$ cat src/design/stpf_pkg.sv
// Package with constants and types for the spanning tree port filter
package stpf_pkg;

  // ************************************************************
  // Sizes
  // ************************************************************
  localparam int NUM_PORTS  = 12;  // Switch ports, CPU port included
  localparam int PORT_W     = 4;   // Port index width
  localparam int NUM_INST   = 16;  // Tree instances
  localparam int INST_W     = 4;   // Tree instance index width
  localparam int CNT_W      = 32;  // Drop counter width
  localparam int MAC_W      = 48;  // MAC address width
  localparam int NUM_PROTO  = 3;   // Protocol address match slots

  // ************************************************************
  // Protocol multicast addresses sent to the CPU by default
  // ************************************************************
  localparam logic [MAC_W-1:0] PROTO_ADDR0 = 48'h0180C2000000;
  localparam logic [MAC_W-1:0] PROTO_ADDR1 = 48'h01000CCCCCCD;

  // ************************************************************
  // Reset values and counter constants
  // ************************************************************
  localparam logic [NUM_PROTO-1:0] PROTO_EN_RESET   = 3'h3;  // Both fixed addresses on
  localparam logic [MAC_W-1:0]     PROTO_ADDR_RESET = 48'h000000000000;
  localparam logic [CNT_W-1:0]     CNT_MAX          = 32'hFFFFFFFF;
  localparam logic [CNT_W-1:0]     CNT_ONE          = 32'h00000001;
  localparam logic [CNT_W-1:0]     CNT_ZERO         = 32'h00000000;

  // ************************************************************
  // Plain spanning tree port states
  // ************************************************************
  typedef enum logic [2:0] {
    STPF_DISABLED   = 3'b000,
    STPF_BLOCKING   = 3'b001,
    STPF_LISTENING  = 3'b010,
    STPF_LEARNING   = 3'b011,
    STPF_FORWARDING = 3'b100
  } stpf_stp_type;

  // ************************************************************
  // Tree instance port states
  // ************************************************************
  typedef enum logic [1:0] {
    STPF_I_FORWARDING = 2'b00,
    STPF_I_LEARNING   = 2'b01,
    STPF_I_DISCARDING = 2'b10
  } stpf_inst_type;

endpackage : stpf_pkg

$ cat src/design/stpf_sat_counter.sv
// Saturating event counter used for the drop counters
`timescale 1ns/1ps

module stpf_sat_counter
  import stpf_pkg::*;
(
  input  wire logic             clk,    // Core clock
  input  wire logic             nrst,   // Asynchronous reset, active low
  input  wire logic             inc,    // One-cycle increment request
  output logic [CNT_W-1:0]      value   // Current count
);

  // Held at maximum so software never sees a silent wrap
  wire logic at_max = (value == CNT_MAX);

  // ************************************************************
  // Count register
  // ************************************************************
  always_ff @(posedge clk or negedge nrst) begin
    if (!nrst) begin
      value <= CNT_ZERO;
    end else if (inc && !at_max) begin
      value <= value + CNT_ONE;  // RL18
    end
  end

endmodule : stpf_sat_counter

$ cat src/design/stpf_port_filter.sv
// Spanning tree port filter: state tables, frame decision and drop counters
// Operation
// RL1 - Filtering off after reset until enabled
// RL2 - Protocol multicast addresses go to CPU
// RL3 - CPU frames bypass egress state when enabled
// RL4 - Separate ingress and egress state per port
// RL5 - Plain tree users set instance states Forwarding
// RL6 - Egress state never affects learning
// RL7 - Blocking/Listening: no learning, no forwarding, count
// RL8 - Learning: learn, no forwarding, count drop
// RL9 - Forwarding/Disabled: learn and switch normally
// RL10 - VLAN entry index selects tree instance tables
// RL11 - Instance users set plain states Disabled
// RL12 - Count drop by direction and state
// RL13 - Ingress counters shared, egress counter per port
// RL14 - Instance Learning/Discarding map to ingress counters
// RL15 - Egress instance drops use port egress counter
// RL16 - Ingress Learning drop still allows learning
// RL17 - Egress check per destination port
// RL18 - Drop counters saturate, readable by software
`timescale 1ns/1ps

module stpf_port_filter
  import stpf_pkg::*;
(
  input  wire logic                  clk,                   // Core clock
  input  wire logic                  nrst,                  // Async reset, active low
  // Global configuration
  input  wire logic                  tree_enable,           // Spanning tree filtering on
  input  wire logic                  fwd_from_cpu_enable,   // CPU frames ignore egress state
  input  wire logic [NUM_PROTO-1:0]  proto_addr_enable,     // Per slot CPU trap enable
  input  wire logic                  proto_addr_we,         // Load programmable address
  input  wire logic [MAC_W-1:0]      proto_addr_wdata,      // Programmable trap address
  // Ingress plain state table
  input  wire logic                  src_state_we,          // Write strobe
  input  wire logic [PORT_W-1:0]     src_state_port,        // Port written
  input  wire logic [2:0]            src_state_wdata,       // New state
  // Egress plain state table
  input  wire logic                  egress_tree_state_we,     // Write strobe
  input  wire logic [PORT_W-1:0]     egress_tree_state_port,   // Port written
  input  wire logic [2:0]            egress_tree_state_wdata,  // New state
  // Ingress tree instance table
  input  wire logic                  ing_inst_we,           // Write strobe
  input  wire logic [INST_W-1:0]     ing_inst_sel,          // Instance written
  input  wire logic [PORT_W-1:0]     ing_inst_port,         // Port written
  input  wire logic [1:0]            ing_inst_wdata,        // New state
  // Egress tree instance table
  input  wire logic                  egr_inst_we,           // Write strobe
  input  wire logic [INST_W-1:0]     egr_inst_sel,          // Instance written
  input  wire logic [PORT_W-1:0]     egr_inst_port,         // Port written
  input  wire logic [1:0]            egr_inst_wdata,        // New state
  // Frame from the ingress stage
  input  wire logic                  frm_valid,             // One-cycle frame strobe
  input  wire logic [PORT_W-1:0]     frm_src_port,          // Source port
  input  wire logic [NUM_PORTS-1:0]  frm_dst_mask,          // Candidate destinations
  input  wire logic [MAC_W-1:0]      frm_da,                // Destination MAC
  input  wire logic                  frm_from_cpu,          // Injected by the CPU
  input  wire logic [INST_W-1:0]     instance_table_index,  // From VLAN entry
  // Decision to the egress stage
  output logic                       res_valid,             // One-cycle result strobe
  output logic [NUM_PORTS-1:0]       res_fwd_mask,          // Ports that transmit
  output logic                       res_to_cpu,            // Trap to CPU port
  output logic                       res_learn_ok,          // Source may be learned
  output logic                       res_ingress_drop,      // Dropped at ingress
  // Drop counters
  output logic [CNT_W-1:0]           cnt_ing_listen,        // Ingress Listen drops
  output logic [CNT_W-1:0]           cnt_ing_learning,      // Ingress Learning drops
  output logic [CNT_W-1:0]           cnt_ing_blocking,      // Ingress Blocking drops
  input  wire logic [PORT_W-1:0]     cnt_egr_sel,           // Egress counter chosen
  output logic [CNT_W-1:0]           cnt_egr_value          // Chosen egress count
);

  // ************************************************************
  // State tables
  // ************************************************************
  logic [2:0]       src_state  [NUM_PORTS];            // Ingress plain state
  logic [2:0]       egr_state  [NUM_PORTS];            // Egress plain state
  logic [1:0]       ing_inst   [NUM_INST][NUM_PORTS];  // Ingress instance states
  logic [1:0]       egr_inst   [NUM_INST][NUM_PORTS];  // Egress instance states
  logic [MAC_W-1:0] proto_addr;                        // Programmable trap address

  // Port count at index width, so range checks compare like with like
  localparam logic [PORT_W-1:0] PORT_LIM = PORT_W'(NUM_PORTS);

  // Out of range ports are ignored rather than aliased onto a real port
  wire logic src_wr_ok  = src_state_we && (src_state_port < PORT_LIM);
  wire logic egr_wr_ok  = egress_tree_state_we && (egress_tree_state_port < PORT_LIM);
  wire logic ii_wr_ok   = ing_inst_we && (ing_inst_port < PORT_LIM);
  wire logic ei_wr_ok   = egr_inst_we && (egr_inst_port < PORT_LIM);

  // Plain state tables, one entry per port per direction
  always_ff @(posedge clk or negedge nrst) begin
    if (!nrst) begin
      for (int p = 0; p < NUM_PORTS; p++) begin
        src_state[p] <= STPF_DISABLED;
        egr_state[p] <= STPF_DISABLED;
      end
    end else begin
      if (src_wr_ok) begin
        src_state[src_state_port] <= src_state_wdata;  // RL4
      end
      if (egr_wr_ok) begin
        egr_state[egress_tree_state_port] <= egress_tree_state_wdata;  // RL4
      end
    end
  end

  // Instance tables; reset to Forwarding so plain tree operation is neutral
  always_ff @(posedge clk or negedge nrst) begin
    if (!nrst) begin
      for (int i = 0; i < NUM_INST; i++) begin
        for (int p = 0; p < NUM_PORTS; p++) begin
          ing_inst[i][p] <= STPF_I_FORWARDING;
          egr_inst[i][p] <= STPF_I_FORWARDING;
        end
      end
    end else begin
      if (ii_wr_ok) begin
        ing_inst[ing_inst_sel][ing_inst_port] <= ing_inst_wdata;
      end
      if (ei_wr_ok) begin
        egr_inst[egr_inst_sel][egr_inst_port] <= egr_inst_wdata;
      end
    end
  end

  // Programmable protocol address
  always_ff @(posedge clk or negedge nrst) begin
    if (!nrst) begin
      proto_addr <= PROTO_ADDR_RESET;
    end else if (proto_addr_we) begin
      proto_addr <= proto_addr_wdata;
    end
  end

  // ************************************************************
  // Protocol frame detection
  // ************************************************************
  wire logic proto_hit0 = proto_addr_enable[0] && (frm_da == PROTO_ADDR0);
  wire logic proto_hit1 = proto_addr_enable[1] && (frm_da == PROTO_ADDR1);
  wire logic proto_hit2 = proto_addr_enable[2] && (frm_da == proto_addr);
  wire logic is_proto   = proto_hit0 || proto_hit1 || proto_hit2;  // RL2

  // ************************************************************
  // Ingress decision
  // ************************************************************
  wire logic       src_ok   = (frm_src_port < PORT_LIM);
  // Unknown source ports behave as Forwarding so nothing is lost by mistake
  wire logic [2:0] in_stp   = src_ok ? src_state[frm_src_port] : STPF_FORWARDING;
  wire logic [1:0] in_inst  = src_ok ? ing_inst[instance_table_index][frm_src_port]
                                     : STPF_I_FORWARDING;  // RL10

  wire logic stp_listen  = (in_stp == STPF_LISTENING);
  wire logic stp_block   = (in_stp == STPF_BLOCKING);
  wire logic stp_learn   = (in_stp == STPF_LEARNING);
  wire logic inst_learn  = (in_inst == STPF_I_LEARNING);
  wire logic inst_disc   = (in_inst == STPF_I_DISCARDING);

  // Plain state wins the counter choice; instance state only counts otherwise
  wire logic drop_listen = tree_enable && stp_listen;                        // RL7 RL12
  wire logic drop_block  = tree_enable && (stp_block ||
                           (!stp_listen && !stp_learn && inst_disc));        // RL7 RL14
  wire logic drop_learn  = tree_enable && !stp_listen && !stp_block &&
                           (stp_learn || (!inst_disc && inst_learn));        // RL8 RL14
  wire logic ing_drop    = drop_listen || drop_block || drop_learn;

  // Learning follows ingress state only; Learning drops may still learn
  wire logic learn_ok    = !drop_listen && !drop_block;  // RL6 RL16 RL9

  // ************************************************************
  // Egress decision, one check per destination port
  // ************************************************************
  wire logic [NUM_PORTS-1:0] egr_block;   // Port state forbids transmit
  wire logic [NUM_PORTS-1:0] egr_pass;    // Port transmits
  wire logic [NUM_PORTS-1:0] egr_drop;    // Port counts a drop
  wire logic                 cpu_bypass = frm_from_cpu && fwd_from_cpu_enable;  // RL3

  genvar gp;
  generate
    for (gp = 0; gp < NUM_PORTS; gp++) begin : g_egr
      wire logic [2:0] e_stp  = egr_state[gp];
      wire logic [1:0] e_inst = egr_inst[instance_table_index][gp];  // RL10
      wire logic       e_bad  = (e_stp == STPF_BLOCKING) || (e_stp == STPF_LISTENING) ||
                                (e_stp == STPF_LEARNING) ||
                                (e_inst == STPF_I_LEARNING) ||
                                (e_inst == STPF_I_DISCARDING);     // RL15
      assign egr_block[gp] = tree_enable && e_bad && !cpu_bypass;  // RL1 RL3
      assign egr_pass[gp]  = frm_dst_mask[gp] && !egr_block[gp];   // RL17
      assign egr_drop[gp]  = frm_valid && !is_proto && !ing_drop &&
                             frm_dst_mask[gp] && egr_block[gp];    // RL12 RL17
    end
  endgenerate

  // Protocol frames are trapped to the CPU and never counted as drops
  wire logic [NUM_PORTS-1:0] next_fwd_mask =
    (is_proto || ing_drop) ? '0 : egr_pass;  // RL7 RL8 RL9

  // ************************************************************
  // Result register
  // ************************************************************
  always_ff @(posedge clk or negedge nrst) begin
    if (!nrst) begin
      res_valid        <= 1'b0;
      res_fwd_mask     <= '0;
      res_to_cpu       <= 1'b0;
      res_learn_ok     <= 1'b0;
      res_ingress_drop <= 1'b0;
    end else begin
      res_valid        <= frm_valid;
      res_fwd_mask     <= frm_valid ? next_fwd_mask : '0;
      res_to_cpu       <= frm_valid && is_proto;  // RL2
      res_learn_ok     <= frm_valid && learn_ok;  // RL6
      res_ingress_drop <= frm_valid && !is_proto && ing_drop;
    end
  end

  // ************************************************************
  // Drop counters
  // ************************************************************
  // Counting happens in the cycle of the frame, in step with the result
  wire logic inc_listen = frm_valid && !is_proto && drop_listen;  // RL12
  wire logic inc_learn  = frm_valid && !is_proto && drop_learn;   // RL12
  wire logic inc_block  = frm_valid && !is_proto && drop_block;   // RL12

  logic [CNT_W-1:0] egr_cnt [NUM_PORTS];  // One egress count per port

  // Shared ingress counters
  stpf_sat_counter u_cnt_listen (
    .clk   (clk),
    .nrst  (nrst),
    .inc   (inc_listen),
    .value (cnt_ing_listen)
  );  // RL13

  stpf_sat_counter u_cnt_learn (
    .clk   (clk),
    .nrst  (nrst),
    .inc   (inc_learn),
    .value (cnt_ing_learning)
  );

  stpf_sat_counter u_cnt_block (
    .clk   (clk),
    .nrst  (nrst),
    .inc   (inc_block),
    .value (cnt_ing_blocking)
  );

  // Per-port egress counters
  generate
    for (gp = 0; gp < NUM_PORTS; gp++) begin : g_egr_cnt
      stpf_sat_counter u_cnt_egr (
        .clk   (clk),
        .nrst  (nrst),
        .inc   (egr_drop[gp]),
        .value (egr_cnt[gp])
      );  // RL13 RL15
    end
  endgenerate

  // Read selection; out of range reads as zero
  assign cnt_egr_value = (cnt_egr_sel < PORT_LIM) ? egr_cnt[cnt_egr_sel] : CNT_ZERO;  // RL18

endmodule : stpf_port_filter

$ cat config.mk
export PLATFORM = sky130hd
export DESIGN_NAME = stpf_port_filter
export DESIGN_NICKNAME = d
export VERILOG_FILES = /design/src/design/stpf_pkg.sv /design/src/design/stpf_sat_counter.sv /design/src/design/stpf_port_filter.sv
export SDC_FILE = /design/constraint.sdc
export NUM_CORES = 2
export LEC_CHECK = 0
export BUFFER_PORTS_ARGS = -buffer_cell sky130_fd_sc_hd__buf_2
export CAP_MARGIN = 20
export CELL_PAD_IN_SITES_DETAIL_PLACEMENT = 1
export CELL_PAD_IN_SITES_GLOBAL_PLACEMENT = 1
export CORE_MARGIN = 4
export CORE_UTILIZATION = 51
export CTS_BUF_LIST = sky130_fd_sc_hd__clkbuf_16
export CTS_CLUSTER_SIZE = 24
export DETAILED_ROUTE_END_ITERATION = 8
export PLACE_DENSITY = 0.92
export SYNTH_ARGS = -nofsm -noshare
export SYNTH_HDL_FRONTEND = slang
export SYNTH_SLANG_ARGS = --single-unit
export TNS_END_PERCENT = 10
$ cat constraint.sdc
create_clock -name clk -period 4.2 [get_ports clk]
set_input_delay 0.84 -clock clk [delete_from_list [all_inputs] [get_ports clk]]
set_output_delay 0.84 -clock clk [all_outputs]
set_load 0.02 [all_outputs]
**Yosys cells after proc, flatten, opt, wreduce, memory -nomap -nowiden**

Index checks and enable logic that the tools add are counted.

- Register bits after elaboration: 1,384
- Output and inout port bits: 144
- Logic and storage cells: 790
- Input bits: 168

- Mux-type cells: 36
- $lt $le $gt $ge: 21
- Equality and inequality tests: 83
- $add $sub $neg: 15
- Reduce and logical (&&, ||, !) cells: 197
- Bitwise gates (word level): 9

Operators with widths:

| cell | count |
|---|---|
| bitwise mux 384 bit | 2 |
| adder 32 x 1 -> 32 bit (second input constant) | 15 |
| equality test 32 bit (second input constant) | 15 |
| binary-select mux 24 bit (select 4 bit) | 2 |
| demux 24 bit (select 4 bit) | 2 |
| 2-to-1 mux 24 bit | 6 |
| binary-select mux 32 bit (select 4 bit) | 1 |
| logical AND 1 bit | 106 |
| equality test 48 x 41 -> 1 bit (second input constant) | 2 |
| 2-to-1 mux 32 bit | 3 |
| equality test 3 x 2 -> 1 bit (second input constant) | 26 |
| bitwise mux 36 bit | 2 |
| logical OR 1 bit | 55 |
| equality test 48 bit | 1 |
| greater-or-equal comparator 5 bit (second input constant) | 9 |
| NOT 4 -> 5 bit | 9 |
| equality test 3 x 1 -> 1 bit (second input constant) | 13 |
| zero test 1 bit | 36 |
| < comparator 5 x 1 -> 1 bit (second input constant) | 6 |
| equality test 2 x 1 -> 1 bit (second input constant) | 13 |
| equality test 2 bit (second input constant) | 13 |
| demux 3 bit (select 4 bit) | 2 |
| < comparator 4 bit (second input constant) | 6 |
| 2-to-1 mux 12 bit | 2 |
| 5 further kinds | 14 |

**Depth between registers and ports, before layout**

- Depth in word-level cells: 19
- Gate-level depth with buffers: 18
- Gate-level depth less buffers: 11

**By module**

Synthesis repeated with hierarchy kept, for this count alone.

- Cells, all modules: 5,748
- Area total of the unflattened synthesis: 70,136.0 um2

Modules (own cells, without submodules):

| module | instances | cells each | area each (um2) | seq. area each (um2) |
|---|---|---|---|---|
| stpf_port_filter | 1 | 3,549 | 46,274.4 | 22,621.7 |
| stpf_sat_counter at g_egr_cnt[3].u_cnt_egr ... | 9 | 150 | 1,622.8 | 800.8 |
| stpf_sat_counter at g_egr_cnt[0].u_cnt_egr ... | 5 | 139 | 1,526.5 | 800.8 |
| stpf_sat_counter at u_cnt_listen | 1 | 154 | 1,624.1 | 800.8 |

**Worst setup path after synthesis**

No wires, ideal clock.

- Kind: input -> register
- Start: input instance_table_index[0]
- End: register g_egr_cnt[2].u_cnt_egr.value[1]
- Arrival: 4.154 ns
- Setup time: 0.125 ns
- Cell stages on the path: 17
- Data required time: 4.075 ns
- Setup slack: -0.079 ns
- Buffers on the path: 9
- Cells stage by stage: buf_6 buf_12 buf_12 buf_12 buf_12 buf_12 buf_12 mux4_2 xnor2_1 mux4_2 a21oi_1 and2_1 o311ai_1 or3_1 buf_6 buf_6 mux2_4

- Longest elaborated chain between the ends: 19
- Elaborated cells between the ends (all ways): 33
- Those cells by class: eq/ne: 4; mux: 10; bitwise: 1; reduce/logical: 18

RTL lines:

| what | line | RTL |
|---|---|---|
| start: declaration | stpf_port_filter.sv:58 | `input wire logic [INST_W-1:0] instance_table_index,` |
| NOT 4 -> 5 bit (implied by the code) (*) | stpf_port_filter.sv:150, stpf_port_filter.sv:182 |  |
| binary-select mux 24 bit (select 4 bit) | stpf_port_filter.sv:150 | `wire logic [1:0] in_inst = src_ok ? ing_inst[instance_table_index][frm_src_port]` |
| 2-to-1 mux 24 bit (implied by the code) (2 in series) | stpf_port_filter.sv:150 |  |
| binary-select mux 2 bit (select 4 bit) | stpf_port_filter.sv:150 |  |
| 2-to-1 mux 2 bit (implied by the code) (2 in series) | stpf_port_filter.sv:150 |  |
| 2-to-1 mux 2 bit | stpf_port_filter.sv:150 |  |
| equality test 2 bit | stpf_port_filter.sv:157 | `wire logic inst_disc = (in_inst == STPF_I_DISCARDING);` |
| logical AND 1 bit or zero test 1 bit (tied branches) | stpf_port_filter.sv:162, stpf_port_filter.sv:164 |  |
| logical OR 1 bit or logical AND 1 bit (tied branches) | stpf_port_filter.sv:161, stpf_port_filter.sv:164 |  |
| logical AND 1 bit or logical OR 1 bit (tied branches) | stpf_port_filter.sv:161, stpf_port_filter.sv:164 |  |
| logical OR 1 bit or logical AND 1 bit (tied branches) | stpf_port_filter.sv:165, stpf_port_filter.sv:163 |  |
| logical OR 1 bit | stpf_port_filter.sv:165 | `wire logic ing_drop = drop_listen \|\| drop_block \|\| drop_learn;` |
| zero test 1 bit | stpf_port_filter.sv:189 | `assign egr_drop[gp] = frm_valid && !is_proto && !ing_drop &&` |
| logical AND 1 bit (2 in series) | stpf_port_filter.sv:189 |  |
| logical AND 1 bit (*) | stpf_port_filter.sv:190 | `frm_dst_mask[gp] && egr_block[gp];` |
| logical AND 1 bit (*) | stpf_sat_counter.sv:22 | `end else if (inc && !at_max) begin` |
| end signal: assignment | stpf_sat_counter.sv:23 | `value <= value + CNT_ONE;` |
| end: declaration | stpf_sat_counter.sv:10 | `output logic [CNT_W-1:0] value` |

Mark *: on every way between the ends. The rest lies on a longest branch, timed or not. The select of a mux whose other input is x is not followed.
A chain may end at the register's enable or synchronous reset.

**Worst setup path in the final report**

- Start: input instance_table_index[1]
- End: register g_egr_cnt[8].u_cnt_egr.value[19]

- Longest elaborated chain between the ends: 19
- Elaborated cells between the ends (all ways): 33
- Those cells by class: eq/ne: 4; mux: 10; bitwise: 1; reduce/logical: 18

RTL lines:

| what | line |
|---|---|
| NOT 4 -> 5 bit (implied by the code) (*) | stpf_port_filter.sv:150, stpf_port_filter.sv:182 |
| binary-select mux 24 bit (select 4 bit) | stpf_port_filter.sv:150 |
| 2-to-1 mux 24 bit (implied by the code) (2 in series) | stpf_port_filter.sv:150 |
| binary-select mux 2 bit (select 4 bit) | stpf_port_filter.sv:150 |
| 2-to-1 mux 2 bit (implied by the code) (2 in series) | stpf_port_filter.sv:150 |
| 2-to-1 mux 2 bit | stpf_port_filter.sv:150 |
| equality test 2 bit | stpf_port_filter.sv:157 |
| logical AND 1 bit or zero test 1 bit (tied branches) | stpf_port_filter.sv:162, stpf_port_filter.sv:164 |
| logical OR 1 bit or logical AND 1 bit (tied branches) | stpf_port_filter.sv:161, stpf_port_filter.sv:164 |
| logical AND 1 bit or logical OR 1 bit (tied branches) | stpf_port_filter.sv:161, stpf_port_filter.sv:164 |
| logical OR 1 bit or logical AND 1 bit (tied branches) | stpf_port_filter.sv:165, stpf_port_filter.sv:163 |
| logical OR 1 bit | stpf_port_filter.sv:165 |
| zero test 1 bit | stpf_port_filter.sv:189 |
| logical AND 1 bit (2 in series) | stpf_port_filter.sv:189 |
| logical AND 1 bit (*) | stpf_port_filter.sv:190 |
| logical AND 1 bit (*) | stpf_sat_counter.sv:22 |
| end signal: assignment | stpf_sat_counter.sv:23 |
| end: declaration | stpf_sat_counter.sv:10 |

Marked as above.

==> results.toml <==
[outcome]
status = "completed"

[drt]
num_vias = 52336
drt_iter0_markers = 5917
ant_nets = 0
routed_wl_um = 258800
routedWlPerCell_um = 33.31
dr.pass1.iters = 7
drcViolationCount = 0
via_per_inst = 6.737

[clock_tree]
postCtsSetupRepairBufs = 0
cts.sink_count = 1384
clock_path_buffers = 3
htree_num_levels = 4
cts_tree = "built"
insertion_delay_ns = 0.82
cts_buffers = 149
root_buffer = "clkbuf_16"
path_clk_slew_ns = 0.06

[layout]
drive_above_1_share_pct = 34.20
mostFrequentLayoutCell = "dfrtp_1"
fill_cells = 12995
final_net_count = 6055
area_growth_pct = 14.39
instances_no_fill = 7768
layout.cells.most_common_list = "dfrtp_1 (1,384), mux2_2 (908), nand2_1 (428)"

[floorplanning]
num_rows = 134
die_width_um = 374.9
core_area_mm2 = 0.1336
die_area_mm2 = 0.1406
io_pins = 312
start_util_pct = 51.38
die_h_um = 374.9

[setup_path]
reg2regPathDepth = 13
crit_path_frequent_cell = "buf_12"
endpoint = "g_egr_cnt[8].u_cnt_egr.value[19]$_DFFE_PN0P_"
max_stage_delay_ns = 0.57
worstPathRequired_ns = 4.91
end_kind = "flop"
worstPathCellList = "buf_8 > buf_12 > buf_4 > buf_12 > mux4_2 > xnor2_1 > mux4_2 > a21oi_1 > nand2_1 > or4_1 > buf_12 > nor4_2 > xor2_1"
reg2reg_slack_ns = 0.04
timing.rr.end = "g_egr_cnt[6].u_cnt_egr.value[30]$_DFFE_PN0P_"
setup.worst_path.class = "input port to flop"
path_max_fanout = 70
worstSetupStartpoint = "instance_table_index[1]"
r2r_start = "ing_inst[309]$_DFFE_PN0P_"
cp.arrival_ns = 4.91
critPathLaunchType = "input port"
cp_slowest_cell = "mux4_2"

[global_routing]
grt_max_degree = 142
grt_pass1_wl_um = 390100
grt_antenna_before_repair = 20
grt_util_all_layers_pct = 36.56
grt_pass1_vias = 58269
grt-ovfl-total = 0

[logic_synthesis]
synth_ff_type = "dfrtp_1"
synth_seq_cells = 1384
syn_inst = 5433
synth_edf_count = 0
yosysWarnings = 0
ys_types = 85
async_flop_share_pct = 100.0
ys_seq_area_share_pct = 50.44
netlist_area_mm2 = 0.06866
avgSynthCellArea_um2 = 12.64
synthesis.nets = 5616

[place]
dp.final_hpwl_um = 164200
portBuffers = 311
gp_congestion = 0.9736
placedCellCount = 7485

[job]
drv_cap = 0

[sta]
fin_setup_tns_ns = 0
fmax_ghz = 0.2386
post-route-period-util_pct = 99.81
finalSetupViolCount = 0
drv_slew = 0
slew_headroom_pct = 15.23
fin_skew_ns = 0.04668
hold_viol = 0
rsz0062_at_grt = "yes"
finalCriticalPeriod_ns = 4.192
worstMarginPinSlew_ns = 1.262

[worst_hold_path]
worstHoldPathCells = 1
hp-class = "input port to flop"

[power_and_ir_drop]
power_uw = 31720
p_leak_uw = 0.03661
ir_worst_vdd_v = 0.0003971
powerDensity_mw_per_mm2 = 404.0
timing repair:
item	in CTS	in global routing
setup endpoints to repair	17	76
hold buffers	1	0
cloned	0	0
pin swaps	1	3
resized for setup	2	18
endpoints found under the hold margin	12	0
synth_stat cells, types with 4 or more instances:
cell type,number,area [µm²]
inv_1,56,210.2
nand3b_1,14,105.1
mux2i_1,79,790.8
nor4_1,50,312.8
buf_1,26,97.59
xnor2_1,357,3127
nand2_1,428,1607
nor3_2,10,100.1
or4_1,5,37.54
buf_4,19,142.6
a31oi_1,6,37.54
a21oi_1,22,110.1
o21ai_1,4,20.02
ha_1,15,187.7
or3_1,15,93.84
nor3b_1,14,105.1
clkbuf_1,185,694.4
buf_12,10,200.2
and2_1,34,212.7
nor3_1,101,505.5
xor2_1,204,1787
o21bai_1,9,67.56
nor4_2,6,75.07
a22oi_1,9,67.56
buf_6,17,191.4
nand4_1,152,950.9
o21ai_0,41,205.2
mux2_2,908,10220
dfrtp_1,1384,34630
nor2_1,401,1505
and3_1,145,907.1
buf_2,37,185.2
mux4_2,289,6509
nand2b_1,22,137.6
buf_8,5,75.07
or2_2,7,43.79
and3b_1,4,35.03
o211ai_1,6,45.04
nand3_1,214,1071
mux4_1,10,262.8
nor2b_1,26,162.7
and4_1,20,175.2
routing by layer:
layer / up-vias / share of wire (%) / track usage (%)
met4: 6 / 7.5 / 23.27
met1: 27257 / 35 / 42.63
met5: - / 0.014 / 0
met2: 3436 / 49 / 60.94
met3: 1263 / 8.6 / 8.699
li1: 20374 / - / -
power by group:
group          total, µW  switching (µW)  internal [µW]
sequential         14900             767          14100
clock              13000            6030           7010
combinational       3810            2200           1610
total              31700            9000          22700
critical path: cells and delay by family:
| kind | cells | cell delay (ns) |
|---|---|---|
| XOR/XNOR | 2 | 0.41 |
| AND/OR/NAND/NOR | 3 | 1.00 |
| AO/OA/AOI/OAI | 1 | 0.31 |
| multiplexers | 2 | 1.01 |
| buffers and inverters | 5 | 1.18 |
cell type report:
cell class	count	area, µm²	area share, %
sequential	1384	34630	44.10
clock buffer	150	3754	4.780
clock inverter	109	849.6	1.082
inverter	57	214.0	0.2724
antenna	20	50.05	0.06373
multi-input combinational	3692	32330	41.17
timing repair buffer	588	4488	5.715
tap	1768	2212	2.817
worst min-delay path by stage:
stage	startpoint	endpoint
after CTS	frm_valid	res_valid$_DFF_PN0_
after global placement	u_cnt_block.value[5]$_DFFE_PN0P_	u_cnt_block.value[5]$_DFFE_PN0P_
after detailed placement	u_cnt_learn.value[19]$_DFFE_PN0P_	u_cnt_learn.value[19]$_DFFE_PN0P_
after floorplan	g_egr_cnt[6].u_cnt_egr.value[17]$_DFFE_PN0P_	g_egr_cnt[6].u_cnt_egr.value[17]$_DFFE_PN0P_
after global routing	frm_valid	res_valid$_DFF_PN0_
final	frm_valid	res_valid$_DFF_PN0_
cell families (layout without fill, tap and decap cells):
family	after synthesis	count (layout)	share of synthesized area (%)
compound gates	135	135	1.338
xor+xnor	561	561	7.157
fa+ha+maj	15	15	0.2734
buf+inv	357	904	2.633
flops	1384	1384	50.44
mux	1287	1287	25.93
other cells	0	20	0
simple gates	1694	1694	12.23
registers in the layout (all words and copies together), names as in the netlist:
name and count:
proto_addr 48, g_egr.e_stp 36, res_fwd_mask 12, res_learn_ok 1, u_cnt_listen.value 32, u_cnt_block.value 32
ing_inst 384, u_cnt_learn.value 32, egr_inst 384, g_egr_cnt.u_cnt_egr.value 384, src_state 36, res_ingress_drop 1
res_valid 1, res_to_cpu 1
stage by stage:
step	setup slack (ns)	area [µm²]	hold slack (ns)	util, %
floorplan	-0.05043	68670	0.4498	-
global placement	-0.5626	73690	0.4651	55.15
detailed placement	-0.7034	73720	0.4769	55.17
CTS	0.001641	78350	0.2180	58.63
global route	-0.05374	78510	0.2316	58.75
finish	0.008073	78530	0.2592	58.77
Power figures use the tool's default switching activity.
